## src/pkg/upc_params.svh

```systemverilog
/*
  Constants of the USB port power state controller: register offsets,
  status and configuration bit positions, reset values and timing counts.
  Assumes a 250 MHz clock; every count is derived from a time in ns.
*/
`ifndef UPC_PARAMS_SVH
`define UPC_PARAMS_SVH

// ----------------------------------------------------------------------
// Register map
// ----------------------------------------------------------------------
`define UPC_ADDR_STATUS 4'h0
`define UPC_ADDR_CONFIG 4'h4
`define UPC_ADDR_STATE 4'h8

`define UPC_ST_ERR 0
`define UPC_ST_ATT 1
`define UPC_ST_ATTACH_PIN_STATUS_BIT 2
`define UPC_ST_REM 3
`define UPC_CFG_HOLD 0
`define UPC_CFG_BUS_CTL 1
`define UPC_CFG_RESET 2'h0

// ----------------------------------------------------------------------
// Timing
// ----------------------------------------------------------------------
`define UPC_CLK_PERIOD_NS 4
`define UPC_T_RETRY_NS 2000
`define UPC_T_TEST_NS 400
`define UPC_T_ATT_QUAL_NS 200
`define UPC_T_REM_QUAL_NS 200
`define UPC_T_DISCHARGE_NS 400
// Least times round up, the discharge limit rounds down.
`define UPC_RETRY_CYC \
  ((`UPC_T_RETRY_NS + `UPC_CLK_PERIOD_NS - 1) / `UPC_CLK_PERIOD_NS)
`define UPC_TEST_CYC \
  ((`UPC_T_TEST_NS + `UPC_CLK_PERIOD_NS - 1) / `UPC_CLK_PERIOD_NS)
`define UPC_ATT_QUAL_CYC \
  ((`UPC_T_ATT_QUAL_NS + `UPC_CLK_PERIOD_NS - 1) / `UPC_CLK_PERIOD_NS)
`define UPC_REM_QUAL_CYC \
  ((`UPC_T_REM_QUAL_NS + `UPC_CLK_PERIOD_NS - 1) / `UPC_CLK_PERIOD_NS)
`define UPC_DISCHARGE_CYC (`UPC_T_DISCHARGE_NS / `UPC_CLK_PERIOD_NS)

`endif

```

## src/pkg/upc_pkg.sv

```systemverilog
/*
  Types of the USB port power state controller: states, active modes and
  the packed carriers for fault inputs and switch controls.
  Assumes nothing beyond a SystemVerilog compiler.
*/
package upc_pkg;

  typedef enum logic [2:0] {
    UPC_DETECT = 3'h0,
    UPC_ATTACHED = 3'h1,
    UPC_ACTIVE = 3'h3,
    UPC_RENEG = 3'h2,
    UPC_ERROR = 3'h6,
    UPC_TEST = 3'h7,
    UPC_DISCH = 3'h5
  } upc_state_t;

  typedef enum logic [2:0] {
    UPC_M_OFF = 3'h0,
    UPC_M_DCE = 3'h1,
    UPC_M_PASS = 3'h2,
    UPC_M_DCP = 3'h3,
    UPC_M_SDP = 3'h4,
    UPC_M_CDP = 3'h5
  } upc_mode_t;

  typedef struct packed {
    logic overcurrent;
    logic overvoltage;
    logic undervoltage;
    logic back_voltage;
    logic discharge_err;
    logic over_temp;
  } upc_fault_t;

  typedef struct packed {
    logic port;
    logic bypass;
    logic discharge;
    logic hs_data;
    logic trip_limit;
  } upc_sw_t;

endpackage

```

## src/upc_ctrl.sv

```systemverilog
/*
  USB port power state controller: Detect, Active, Error and recovery
  sequencing, attach and removal detection, Active mode selection and
  VBUS cycling, with a classic Wishbone register slave.
  Assumes analog comparators deliver load, supply and fault levels as
  asynchronous pins, and that the switches obey the controls given.
*/
`timescale 1ns/1ps
`default_nettype none
`include "upc_params.svh"

module upc_ctrl (
  // Clock and reset
  input wire logic clk_i,
  input wire logic rst_i,
  // Wishbone slave
  input wire logic wb_cyc_i,
  input wire logic wb_stb_i,
  input wire logic wb_we_i,
  input wire logic [3:0] wb_adr_i,
  input wire logic [3:0] wb_sel_i,
  input wire logic [31:0] wb_dat_i,
  output logic [31:0] wb_dat_o,
  output logic wb_ack_o,
  // Control pins
  input wire logic fault_latch_pin_i,
  input wire logic port_power_enable_i,
  input wire logic sel1_i,
  input wire logic sel2_i,
  input wire logic emul_en_i,
  input wire logic attach_detect_enable_i,
  // Analog monitors
  input wire upc_pkg::upc_fault_t fault_i,
  input wire logic vs_ok_i,
  input wire logic load_above_attach_i,
  input wire logic load_below_removal_i,
  // Status and switch outputs
  output logic alert_n_o,
  output logic attach_detect_n_o,
  output logic attach_detect_n_oe_o,
  output upc_pkg::upc_sw_t sw_o,
  output logic bypass_limit_o,
  output upc_pkg::upc_mode_t mode_o
);
  import upc_pkg::*;
  // ----------------------------------------------------------------------
  // Pin synchronisers
  // ----------------------------------------------------------------------
  localparam int NPIN = 16;
  logic [NPIN-1:0] pin_meta;
  logic [NPIN-1:0] pin_sync;
  wire [NPIN-1:0] pin_raw = {fault_latch_pin_i, port_power_enable_i,
    sel1_i, sel2_i, emul_en_i, attach_detect_enable_i, fault_i, vs_ok_i,
    load_above_attach_i, load_below_removal_i, 1'b0};
  always_ff @(posedge clk_i) begin
    pin_meta <= pin_raw;
    pin_sync <= pin_meta;
  end
  wire latch_pin = pin_sync[15];
  wire port_power_enable = pin_sync[14];
  wire [2:0] sel = pin_sync[13:11];
  wire det_en = pin_sync[10];
  wire [5:0] faults = pin_sync[9:4];
  wire vs_ok = pin_sync[3];
  wire load_hi = pin_sync[2];
  wire load_lo = pin_sync[1];

  // ----------------------------------------------------------------------
  // Mode decode
  // ----------------------------------------------------------------------
  function automatic upc_mode_t decode_mode(input logic [2:0] s);
    case (s)
      3'h1, 3'h5: decode_mode = UPC_M_DCE;
      3'h2, 3'h6: decode_mode = UPC_M_PASS;
      3'h3: decode_mode = UPC_M_DCP;
      3'h4: decode_mode = UPC_M_SDP;
      3'h7: decode_mode = UPC_M_CDP;
      default: decode_mode = UPC_M_OFF;
    endcase
  endfunction
  function automatic logic is_bc(input upc_mode_t m);
    is_bc = (m == UPC_M_SDP) || (m == UPC_M_DCP) || (m == UPC_M_CDP);
  endfunction
  // The mode is registered so a change is judged one cycle after it.
  upc_mode_t mode;
  upc_mode_t req_mode;
  logic port_power_enable_q;
  always_ff @(posedge clk_i) begin
    if (rst_i) begin
      req_mode <= UPC_M_OFF;
      port_power_enable_q <= 1'b0;
    end else begin
      req_mode <= decode_mode(sel);
      port_power_enable_q <= port_power_enable;
    end
  end

  // ----------------------------------------------------------------------
  // Registers and state
  // ----------------------------------------------------------------------
  upc_state_t state;
  upc_state_t next_state;
  logic [15:0] cnt;
  logic [15:0] qcnt;
  logic [3:0] status;
  logic [1:0] cfg;
  logic adet_low;
  wire err_any = |faults;
  wire latched = cfg[`UPC_CFG_BUS_CTL] ? cfg[`UPC_CFG_HOLD] : latch_pin;
  wire pwr_fall = port_power_enable_q && !port_power_enable;
  wire wb_req = wb_cyc_i && wb_stb_i && !wb_ack_o;
  wire wb_wr = wb_cyc_i && wb_stb_i && wb_ack_o && wb_we_i && wb_sel_i[0];
  wire wr_status = wb_wr && (wb_adr_i == `UPC_ADDR_STATUS);
  wire wr_config = wb_wr && (wb_adr_i == `UPC_ADDR_CONFIG);
  wire err_clr = wr_status && wb_dat_i[`UPC_ST_ERR] && status[`UPC_ST_ERR];
  wire cnt_done_retry = cnt >= 16'(`UPC_RETRY_CYC - 1);
  wire cnt_done_test = cnt >= 16'(`UPC_TEST_CYC - 1);
  wire cnt_done_dis = cnt >= 16'(`UPC_DISCHARGE_CYC - 1);
  wire attach_ev = (state == UPC_DETECT) && det_en && load_hi &&
    (qcnt >= 16'(`UPC_ATT_QUAL_CYC - 1));
  wire rem_qual = load_lo && (qcnt >= 16'(`UPC_REM_QUAL_CYC - 1));
  wire removal_ev = det_en && rem_qual &&
    (state == UPC_ACTIVE || state == UPC_ATTACHED);
  wire can_enter = port_power_enable && vs_ok && (req_mode != UPC_M_OFF);
  // Pass-through needs no discharge; every charger mode is entered fresh.
  wire enter_reneg = req_mode != UPC_M_PASS;
  wire bc_change = is_bc(mode) && is_bc(req_mode) &&
    (req_mode != mode);
  // Pass-through holds with enable off; reselect is only honoured with it on.
  wire pass_hold = (mode == UPC_M_PASS) && !port_power_enable;

  // ----------------------------------------------------------------------
  // State transitions
  // ----------------------------------------------------------------------
  always_comb begin
    next_state = state;
    case (state)
      UPC_DETECT: begin
        if (attach_ev) begin
          next_state = UPC_ATTACHED;
        end else if (!det_en && can_enter) begin
          next_state = enter_reneg ? UPC_RENEG : UPC_ACTIVE;
        end
      end
      UPC_ATTACHED: begin
        if (removal_ev) begin
          next_state = UPC_DISCH;
        end else if (can_enter) begin
          next_state = enter_reneg ? UPC_RENEG : UPC_ACTIVE;
        end
      end
      UPC_RENEG: begin
        if (cnt_done_dis) begin
          next_state = UPC_ACTIVE;
        end
      end
      UPC_ACTIVE: begin
        if (err_any) begin
          next_state = UPC_ERROR;
        end else if (removal_ev) begin
          next_state = UPC_DISCH;
        end else if (pass_hold) begin
          next_state = UPC_ACTIVE;
        end else if (!port_power_enable || req_mode == UPC_M_OFF) begin
          next_state = UPC_DETECT;
        end else if (bc_change) begin
          next_state = UPC_RENEG;
        end else if (req_mode != mode) begin
          next_state = enter_reneg ? UPC_RENEG : UPC_ACTIVE;
        end
      end
      UPC_ERROR: begin
        if (latched ? (pwr_fall || err_clr) : cnt_done_retry) begin
          next_state = UPC_TEST;
        end
      end
      UPC_TEST: begin
        if (err_any) begin
          next_state = UPC_ERROR;
        end else if (cnt_done_test) begin
          next_state = UPC_ACTIVE;
        end
      end
      UPC_DISCH: begin
        if (cnt_done_dis) begin
          next_state = UPC_DETECT;
        end
      end
      default: next_state = UPC_DETECT;
    endcase
  end

  // ----------------------------------------------------------------------
  // Switch controls, registered from the next state
  // ----------------------------------------------------------------------
  wire next_port = (next_state == UPC_ACTIVE) || (next_state == UPC_TEST);
  wire next_byp = (next_state == UPC_DETECT) ||
    (next_state == UPC_ATTACHED);
  wire next_dis = (next_state == UPC_RENEG) || (next_state == UPC_DISCH);
  wire mode_load = ((next_state == UPC_RENEG) || (next_state == UPC_ACTIVE))
    && !(state == UPC_ACTIVE && pass_hold);
  upc_mode_t next_mode;
  assign next_mode = mode_load ? req_mode : mode;
  wire next_pass = (next_mode == UPC_M_PASS) || (next_mode == UPC_M_SDP);
  wire next_hs = next_port && (next_pass || next_mode == UPC_M_CDP);
  wire q_run = (next_state == state) &&
    ((state == UPC_DETECT) ? load_hi : load_lo);
  always_ff @(posedge clk_i) begin
    if (rst_i) begin
      state <= UPC_DETECT;
      mode <= UPC_M_OFF;
      cnt <= 16'h0000;
      qcnt <= 16'h0000;
      sw_o <= '0;
      adet_low <= 1'b0;
    end else begin
      state <= next_state;
      cnt <= (next_state != state) ? 16'h0000 : cnt + 16'h0001;
      mode <= next_mode;
      // One qualification counter serves attach and removal timing. It
      // restarts on each state change, so a late load is no removal.
      qcnt <= q_run ? qcnt + 16'h0001 : 16'h0000;
      sw_o.port <= next_port;
      sw_o.bypass <= next_byp && !next_port;
      sw_o.discharge <= next_dis;
      sw_o.hs_data <= next_hs;
      sw_o.trip_limit <= next_port && next_pass;
      if (attach_ev) begin
        adet_low <= 1'b1;
      end else if (removal_ev) begin
        adet_low <= 1'b0;
      end
    end
  end

  // ----------------------------------------------------------------------
  // Status, configuration and bus slave
  // ----------------------------------------------------------------------
  wire [3:0] st_set = {removal_ev, attach_ev, attach_ev,
    next_state == UPC_ERROR && state != UPC_ERROR};
  wire [3:0] st_clr = wr_status ? wb_dat_i[3:0] : 4'h0;
  wire [31:0] rd_mux = (wb_adr_i == `UPC_ADDR_STATUS) ? {28'h0, status} :
    (wb_adr_i == `UPC_ADDR_CONFIG) ? {30'h0, cfg} :
    (wb_adr_i == `UPC_ADDR_STATE) ? {25'h0, mode, 1'b0, state} : 32'h0;
  always_ff @(posedge clk_i) begin
    if (rst_i) begin
      status <= 4'h0;
      cfg <= `UPC_CFG_RESET;
      wb_ack_o <= 1'b0;
      wb_dat_o <= 32'h0;
    end else begin
      // A new event wins over a clear written in the same cycle.
      status <= (status & ~st_clr) | st_set;
      if (wr_config) begin
        cfg <= wb_dat_i[1:0];
      end
      wb_ack_o <= wb_req;
      wb_dat_o <= (wb_req && !wb_we_i) ? rd_mux : 32'h0;
    end
  end
  // The alert follows live causes, not the sticky bit, so software that
  // never clears the bit still sees it released after recovery.
  assign alert_n_o = !(state == UPC_ERROR || state == UPC_TEST ||
    err_any);
  assign attach_detect_n_o = 1'b0;
  assign attach_detect_n_oe_o = adet_low;
  assign bypass_limit_o = sw_o.bypass;
  assign mode_o = mode;

  // ----------------------------------------------------------------------
  // Assertions
  // ----------------------------------------------------------------------
  property p_no_both_sw;
    @(posedge clk_i) disable iff (rst_i)
      !(sw_o.port && sw_o.bypass);
  endproperty
  a_no_both_sw: assert property (p_no_both_sw)
    else $error("bypass and port switch closed together");
  property p_err_entry;
    @(posedge clk_i) disable iff (rst_i)
      (state == UPC_ACTIVE && err_any) |=> (state == UPC_ERROR) && !alert_n_o;
  endproperty
  a_err_entry: assert property (p_err_entry)
    else $error("error not entered at once");
  property p_auto_retry;
    @(posedge clk_i) disable iff (rst_i)
      (state == UPC_ERROR && !latched) [*8] |-> ##[1:600] (state != UPC_ERROR);
  endproperty
  a_auto_retry: assert property (p_auto_retry)
    else $error("auto retry did not leave error state");
  property p_latched_hold;
    @(posedge clk_i) disable iff (rst_i)
      (state == UPC_ERROR && latched && !pwr_fall && !err_clr) |=>
        (state == UPC_ERROR);
  endproperty
  a_latched_hold: assert property (p_latched_hold)
    else $error("latched error left without command");
  property p_latched_cmd;
    @(posedge clk_i) disable iff (rst_i)
      (state == UPC_ERROR && latched && pwr_fall) |=> (state == UPC_TEST);
  endproperty
  a_latched_cmd: assert property (p_latched_cmd)
    else $error("recovery command did not start a check");
  property p_hs_detect;
    @(posedge clk_i) disable iff (rst_i)
      (state == UPC_DETECT) |-> !sw_o.hs_data;
  endproperty
  a_hs_detect: assert property (p_hs_detect)
    else $error("data switch closed in detect");
  property p_attach;
    @(posedge clk_i) disable iff (rst_i)
      attach_ev |=> attach_detect_n_oe_o && status[`UPC_ST_ATT] &&
        status[`UPC_ST_ATTACH_PIN_STATUS_BIT];
  endproperty
  a_attach: assert property (p_attach)
    else $error("attach event not reported");
  property p_removal;
    @(posedge clk_i) disable iff (rst_i)
      removal_ev |=> !attach_detect_n_oe_o && !sw_o.port && !sw_o.bypass &&
        status[`UPC_ST_REM] ##[1:120] (state == UPC_DETECT);
  endproperty
  a_removal: assert property (p_removal)
    else $error("removal sequence wrong");
  property p_bypass_lim;
    @(posedge clk_i) disable iff (rst_i)
      sw_o.bypass |-> bypass_limit_o && !sw_o.port &&
        (state == UPC_DETECT || state == UPC_ATTACHED);
  endproperty
  a_bypass_lim: assert property (p_bypass_lim)
    else $error("bypass limit not applied");
  property p_pass_hold;
    @(posedge clk_i) disable iff (rst_i)
      (state == UPC_ACTIVE && mode == UPC_M_PASS && !port_power_enable && !err_any &&
        !removal_ev) |=> (state == UPC_ACTIVE) && $stable(mode);
  endproperty
  a_pass_hold: assert property (p_pass_hold)
    else $error("pass-through left with enable off");

endmodule // upc_ctrl

`default_nettype wire

```

## config.mk

```make
export PLATFORM = sky130hd
export DESIGN_NAME = upc_ctrl
export DESIGN_NICKNAME = d
export VERILOG_FILES = /design/src/pkg/upc_pkg.sv /design/src/upc_ctrl.sv
export VERILOG_INCLUDE_DIRS = /design/src /design/src/pkg
export SDC_FILE = /design/constraint.sdc
export NUM_CORES = 1
export LEC_CHECK = 0
export BUFFER_PORTS_ARGS = -buffer_cell sky130_fd_sc_hd__buf_2
export CORE_AREA = 4 4 93 95
export CTS_BUF_LIST = sky130_fd_sc_hd__clkbuf_4
export DETAILED_ROUTE_END_ITERATION = 7
export DIE_AREA = 0 0 97 99
export PLACE_DENSITY = 0.81
export SLEW_MARGIN = 20
export SYNTH_ARGS = -nofsm -noshare
export SYNTH_HDL_FRONTEND = slang
export SYNTH_SLANG_ARGS = --single-unit
export TNS_END_PERCENT = 20
```

## constraint.sdc

```tcl
create_clock -name clk_i -period 3.25 [get_ports clk_i]
set_clock_uncertainty 0.1 [all_clocks]
set_input_delay 0.325 -clock clk_i [delete_from_list [all_inputs] [get_ports clk_i]]
set_output_delay 0.325 -clock clk_i [all_outputs]
set_load 0.005 [all_outputs]
```

==> out/qor.csv, run 1 <==
stage,metric,value,unit
outcome,status,"finished, final reports clean",
die,IO Count,105,
finish,nets,550,
die,starting density of the core,54.5,%
yosys,Synth Cell Area,4210,um^2
setup_path,worst r2r dst,cnt[1],
grt,initial antenna violation count,0,
yosys,Syn Area/Cell,9.82,um^2
timing,maximum clock frequency,0.343,GHz
finish,area delta synth->final,9.44,%
clocking,H-tree Lvls,3,
clocking,root buf cell,clkbuf_4,
setup_path,Required @ worst endpoint,3.46,ns
drt,Residual DRC,0,
die,Die ar.,9600,um^2
die,Die Span Y,99,um
clocking,Skew-Pair Late Insertion Delay,0.40,ns
timing,min Tclk post-route,2.91,ns
power,Static Leak,0.00176,uW
clocking,post-CTS setup repair buffer count,0,
yosys,sequential share of the synthesized area,43.7,%
timing,fin. max-slew vios,0,
power,VDD IR max,0.000208,V
setup_path,Reg2Reg Setup Slack,0.34,ns
drt,"antenna viol nets, final",0,
finish,fill count,664,
timing,RSZ-0062 raised after global routing,false,
clocking,# clock sinks,92,
yosys,ys flop type,dfxtp_1,
grt,vias in the first global route,2985,
clocking,CTS tree,built,
timing,final setup vio count,0,
setup_path,Critical R2R Launch,qcnt[1],
timing,Final TNS setup,0,ns
placement,PortBufs,47,
yosys,Synth warnings,0,
timing,"Hold Violations, Final",0,
setup_path,R2R depth,9,
yosys,Synth cell types,63,
yosys,Synth area leaders,"dfxtp_1 44%, nor4_2 7.7%, buf_4 5.3%",
drt,1st-iter DRT viols,152,
drt,DR vias,3222,
yosys,Syn Inst Count,429,
clocking,"CTS clk-pin slew, worst paths",0.12,ns
die,Std-Cell Rows,32,
yosys,Synth async-reset ratio,0,%
setup_path,Crit Path Class,register to register,
drt,First-pass DRT Iterations,6,
setup_path,crit path max fanout,32,
finish,# diodes,0,
power,pwr/cell area,400,nW/um^2
run,Max Cap Viol,0,
placement,GPL Wtd Cong,0.834,
clocking,Num CTS Buffers,9,
timing,Worst Tran Pin Value,0.584,ns
hold_path,hold crit path type,input pin to register,
yosys,Synth top area share,43.7,%
setup_path,crit path DAT,3.12,ns
grt,GR Overflow Total,0,
setup_path,startpoint types,register,
grt,largest net degree at the start of global routing,33,
setup_path,CP Capture Type,register,
grt,first-pass GRT wire length,13600,um
yosys,Yosys reg bits,92,
drt,final wirelength,7970,um
die,Die X,97,um
timing,Worst slew margin,61.0,%
timing,final worst slack,0.338,ns
setup_path,critical path launch point,qcnt[1],
timing,period utilization,89.6,%
drt,Vias/cell,5.48,
clocking,Clock Tree Buf Depth,2,
finish,fin util,59.7,%
placement,DPL Wire Length,5600,um
hold_path,Min-Delay Path Depth,4,
hold_path,hold path startpoint,wb_dat_i[3],
die,core outline area,7730,um^2
grt,Tot GR Track Use,16.9,%
placement,Placement Setup Slack,0.195,ns
drt,Routed WL per cell,13.5,um
finish,share of cells above drive strength 1,20.8,%
yosys,"area leader, netlist",dfxtp_1,
yosys,number of flops mapped to enable cells by yosys,0,
hold_path,Hold EP,status[3],
-- worst max-delay path: stages, from the launching register on --
cell	delay, ns
dfxtp_1	0.39
inv_1	0.08
ha_1	0.19
nor4b_2	0.31
o2111ai_1	0.24
nand4_1	0.30
o221ai_1	0.24
a2111o_1	0.41
buf_4	0.28
nor4b_1	0.27
-- sequential cells by signal (all words and copies together) (netlist names), 2 cells and up --
name,cells
cnt,16
qcnt,16
pin_meta,15
pin_sync,15
wb_dat_o,7
status,4
sw_o,4
mode_o,3
req_mode,3
state,3
cfg,2
-- cells in the mapped netlist (10+ instances only) --
master,instances
dfxtp_1,92
nand2_1,42
buf_4,30
nor2_1,26
nor4_2,26
xnor2_1,23
nand3_1,21
a21oi_1,11
inv_1,10
nor3_1,10
nor4_1,10
o21ai_0,10
-- cell type report --
| type | instances | area, um^2 | share of cell area (%) |
|---|---|---|---|
| multi-input combinational | 305 | 2080 | 45.1 |
| sequential | 92 | 1840 | 39.9 |
| timing repair buffer | 68 | 443 | 9.60 |
| tap | 102 | 128 | 2.77 |
| clock buffer | 10 | 75.1 | 1.63 |
| inverter | 10 | 37.5 | 0.814 |
| clock inverter | 1 | 5.00 | 0.109 |
-- metal layers --
layer / vias to the layer above / track usage, % / wire [um]
met4: 0 / 7.45 / 76
met1: 1521 / 21.0 / 3560
met5: - / 0 / 0
met3: 7 / 4.53 / 486
li1: 1594 / - / -
met2: 100 / 27.5 / 3840
-- metrics by stage --
stage                     instance area [um^2]  hold WS [ns]  instances  power, uW
after global routing                      4610        0.0677        588       1940
after floorplan                           4310         0.210        454       1380
final                                     4610        0.0858        588       1840
after detailed placement                  4380         0.214        562       1400
after CTS                                 4610        0.0606        588       1870
after global placement                    4380         0.212        562       1390
-- report_power, final --
group          switching (uW)  total [uW]  internal (uW)
Clock                     311         456            145
Combinational             104         187           82.9
Sequential               35.0        1200           1160
-- how the worst max path moves through the flow --
stage | to | slack, ns | cells past startpoint
after floorplan | sw_o[0] | 0.63 | 8
after global placement | cnt[1] | 0.28 | 9
after detailed placement | cnt[1] | 0.19 | 9
after CTS | cnt[1] | 0.15 | 9
after global routing | cnt[1] | 0.19 | 9
final | cnt[1] | 0.34 | 9
-- cells in the final DEF, fill, tap and decap left out, types with 7 or more instances in the layout --
master         Yosys  layout
clkbuf_4           0      10
a21oi_1           11      11
buf_2              1      47
conb_1             1      26
nand3_1           21      21
inv_1             10      10
xor2_1             9       9
xnor2_1           23      23
nand2_1           42      42
nor3_1            10      10
nor4_2            26      27
o21ai_0           10      10
dfxtp_1           92      92
nor2_1            26      26
and2_1             7       7
and3_1             8       8
nor4_1            10       9
dlygate4sd3_1      1      15
-- cells by family after synthesis --
kind of cell / Yosys count / share of synthesized area [%]
other cells: 1 / 0.0890
compound gates: 60 / 10.8
flops: 92 / 43.7
mux: 4 / 0.980
xor+xnor: 32 / 6.65
fa+ha+maj: 4 / 1.19
simple gates: 179 / 27.1
buf+inv: 57 / 9.41
-- what timing repair did --
item                                    4_1_cts  5_1_grt
hold buffers                                 15        0
resized for setup                             0        1
hold endpoints to repair                     15        0
endpoints found under the setup margin        0       17
Power figures use the tool's default switching activity.
==> run 2, diff against run 1 <==
- MAX_ROUTING_LAYER: unset -> met4
==> run 2 against run 1 <==
Non-clock buffer count unchanged; fmax is essentially flat; utilization is the same; critical path type unchanged; clock power is essentially flat; count of clock-buffer cells in the layout stayed put; sequential power hardly changed; total power hardly changed; cell count did not move; combinational power about the same.
==> out/qor.csv, run 2 (synthesis results as in run 1) <==
stage,metric,value,unit,change
outcome,status,"finished, final reports clean",,unchanged
clocking,Num CTS Buffers,9,,unchanged
timing,fin. max-slew vios,0,,unchanged
grt,GR Overflow Total,0,,unchanged
placement,PortBufs,47,,unchanged
finish,nets,550,,unchanged
power,pwr/cell area,400,nW/um^2,about the same
drt,Vias/cell,5.51,,was 5.48
setup_path,CP Capture Type,register,,unchanged
die,Die Span Y,99,um,unchanged
finish,Reg area,1840,um^2,unchanged
die,IO Count,105,,unchanged
timing,Worst Tran Pin Value,0.579,ns,was 0.584 ns
drt,DR vias,3238,,was 3222
setup_path,startpoint types,register,,unchanged
setup_path,Crit. path cell count,9,,unchanged
setup_path,"delay-heaviest family, CP",compound AO/OA/AOI/OAI gates,,unchanged
clocking,post-CTS setup repair buffer count,0,,unchanged
clocking,Skew-Pair Late Insertion Delay,0.40,ns,about the same
clocking,"CTS clk-pin slew, worst paths",0.12,ns,about the same
timing,Worst slew margin,61.3,%,was 61.0%
timing,maximum clock frequency,0.343,GHz,about the same
die,Std-Cell Rows,32,,unchanged
drt,final wirelength,7980,um,was 7970 um
placement,GPL Wtd Cong,0.847,,was 0.834
power,Static Leak,0.00176,uW,unchanged
setup_path,crit path max fanout,32,,unchanged
drt,First-pass DRT Iterations,5,,was 6
clocking,root buf cell,clkbuf_4,,unchanged
drt,Residual DRC,0,,unchanged
setup_path,critical path launch point,qcnt[1],,unchanged
setup_path,R2R depth,9,,unchanged
finish,"most common cell after layout, fill and taps aside",dfxtp_1,,unchanged
clocking,Clock Tree Buf Depth,2,,unchanged
grt,largest net degree at the start of global routing,33,,unchanged
timing,min Tclk post-route,2.91,ns,about the same
timing,RSZ-0062 raised after global routing,false,,unchanged
finish,area delta synth->final,9.44,%,unchanged
setup_path,CP max stage cell,a2111o_1,,unchanged
setup_path,CP bufs+invs,2,,unchanged
grt,first-pass GRT wire length,13600,um,about the same
clocking,# clock sinks,92,,unchanged
die,core outline area,7730,um^2,unchanged
drt,1st-iter DRT viols,176,,was 152
setup_path,Critical R2R Launch,qcnt[1],,unchanged
finish,fill count,664,,unchanged
grt,vias in the first global route,2983,,was 2985
finish,most frequent cells in the layout,"92 x dfxtp_1, 47 x buf_2, 42 x nand2_1, 27 x nor4_2",,unchanged
clocking,CTS tree,built,,unchanged
run,Max Cap Viol,0,,unchanged
setup_path,crit path to,cnt[1],,unchanged
setup_path,Reg2Reg Setup Slack,0.34,ns,about the same
timing,Final TNS setup,0,ns,unchanged
setup_path,Required @ worst endpoint,3.46,ns,about the same
timing,period utilization,89.6,%,about the same
drt,Routed WL per cell,13.6,um,was 13.5 um
grt,Tot GR Track Use,17.3,%,was 16.9%
drt,"antenna viol nets, final",0,,unchanged
finish,post-route insts no fill,588,,unchanged
timing,"Hold Violations, Final",0,,unchanged
finish,largest registers,"cnt x16, qcnt x16",,unchanged
clocking,H-tree Lvls,3,,unchanged
timing,final setup vio count,0,,unchanged
hold_path,hold crit path type,input pin to register,,unchanged
setup_path,CP max stage delay,0.41,ns,about the same
setup_path,crit path cell chain,inv_1 -> ha_1 -> nor4b_2 -> o2111ai_1 -> nand4_1 -> o221ai_1 -> a2111o_1 -> buf_4 -> nor4b_1,,unchanged
die,starting density of the core,54.5,%,unchanged
placement,placed insts,562,,unchanged
finish,# diodes,0,,unchanged
grt,initial antenna violation count,0,,unchanged
finish,share of cells above drive strength 1,20.8,%,unchanged
finish,area occupied by multi-input gates,2080,um^2,unchanged
die,Die X,97,um,unchanged
setup_path,Crit Path Class,register to register,,unchanged
die,Die ar.,9600,um^2,unchanged
placement,DPL Wire Length,5600,um,unchanged
power,Tot Pwr,1840,uW,about the same
setup_path,worst r2r dst,cnt[1],,unchanged
power,VDD IR max,0.000208,V,about the same
setup_path,crit path DAT,3.12,ns,about the same
## run 2: cell counts in the layout (fill, tap and decap cells not counted)
No cell type changed its count.
## run 2: layout make-up
class / instances / share of cell area (%)
clock buffer: 10 / 1.63
inverter: 10 / 0.814
multi-input combinational: 305 / 45.1
timing repair buffer: 68 / 9.60
clock inverter: 1 / 0.109
tap: 102 / 2.77
sequential: 92 / 39.9
## run 2: worst min-delay path by stage
| stage | from | endpoint | cells past startpoint |
|---|---|---|---|
| final | wb_dat_i[3] | status[3] | 4 |
| after global routing | wb_dat_i[3] | status[3] | 4 |
| after CTS | wb_dat_i[3] | status[3] | 4 |
| after detailed placement | pin_meta[8] | pin_sync[8] | 0 |
| after global placement | pin_meta[7] | pin_sync[7] | 0 |
| after floorplan | pin_meta[10] | pin_sync[10] | 0 |
## run 2: layer usage
layer  up-vias  wire length, um  GRT usage, %
met3         7              520          4.53
met2       117             3790          27.5
li1       1594                -             -
met5         -                0             -
met1      1520             3590          20.9
met4         0               77          7.45
## run 2: repair_timing
action                                  CTS  global route
gates resized for setup                   0             1
endpoints found under the setup margin    0            16
hold buffers                             15             0
hold endpoints to repair                 15             0
## run 2: where the power goes
group / internal, uW / total (uW) / switching, uW
registers: 1160 / 1200 / 34.9
logic: 82.9 / 187 / 104
clock network: 145 / 456 / 311
total: 1390 / 1840 / 450
## run 2: metrics by stage
step | setup WS (ns) | util, % | area [um^2] | hold slack [ns]
6_report | 0.338 | 59.7 | 4610 | 0.0857
5_1_grt | 0.197 | 59.7 | 4610 | 0.0677
4_1_cts | 0.152 | 59.6 | 4610 | 0.0606
3_5_place_dp | 0.195 | 56.6 | 4380 | 0.214
3_3_place_gp | 0.280 | 56.6 | 4380 | 0.212
2_1_floorplan | 0.626 | - | 4310 | 0.210
## run 2: worst min-delay path, cell delays in order
cell	delay, ns
buf_2	0.08
nand2_1	0.04
nand2_1	0.05
a21oi_1	0.05
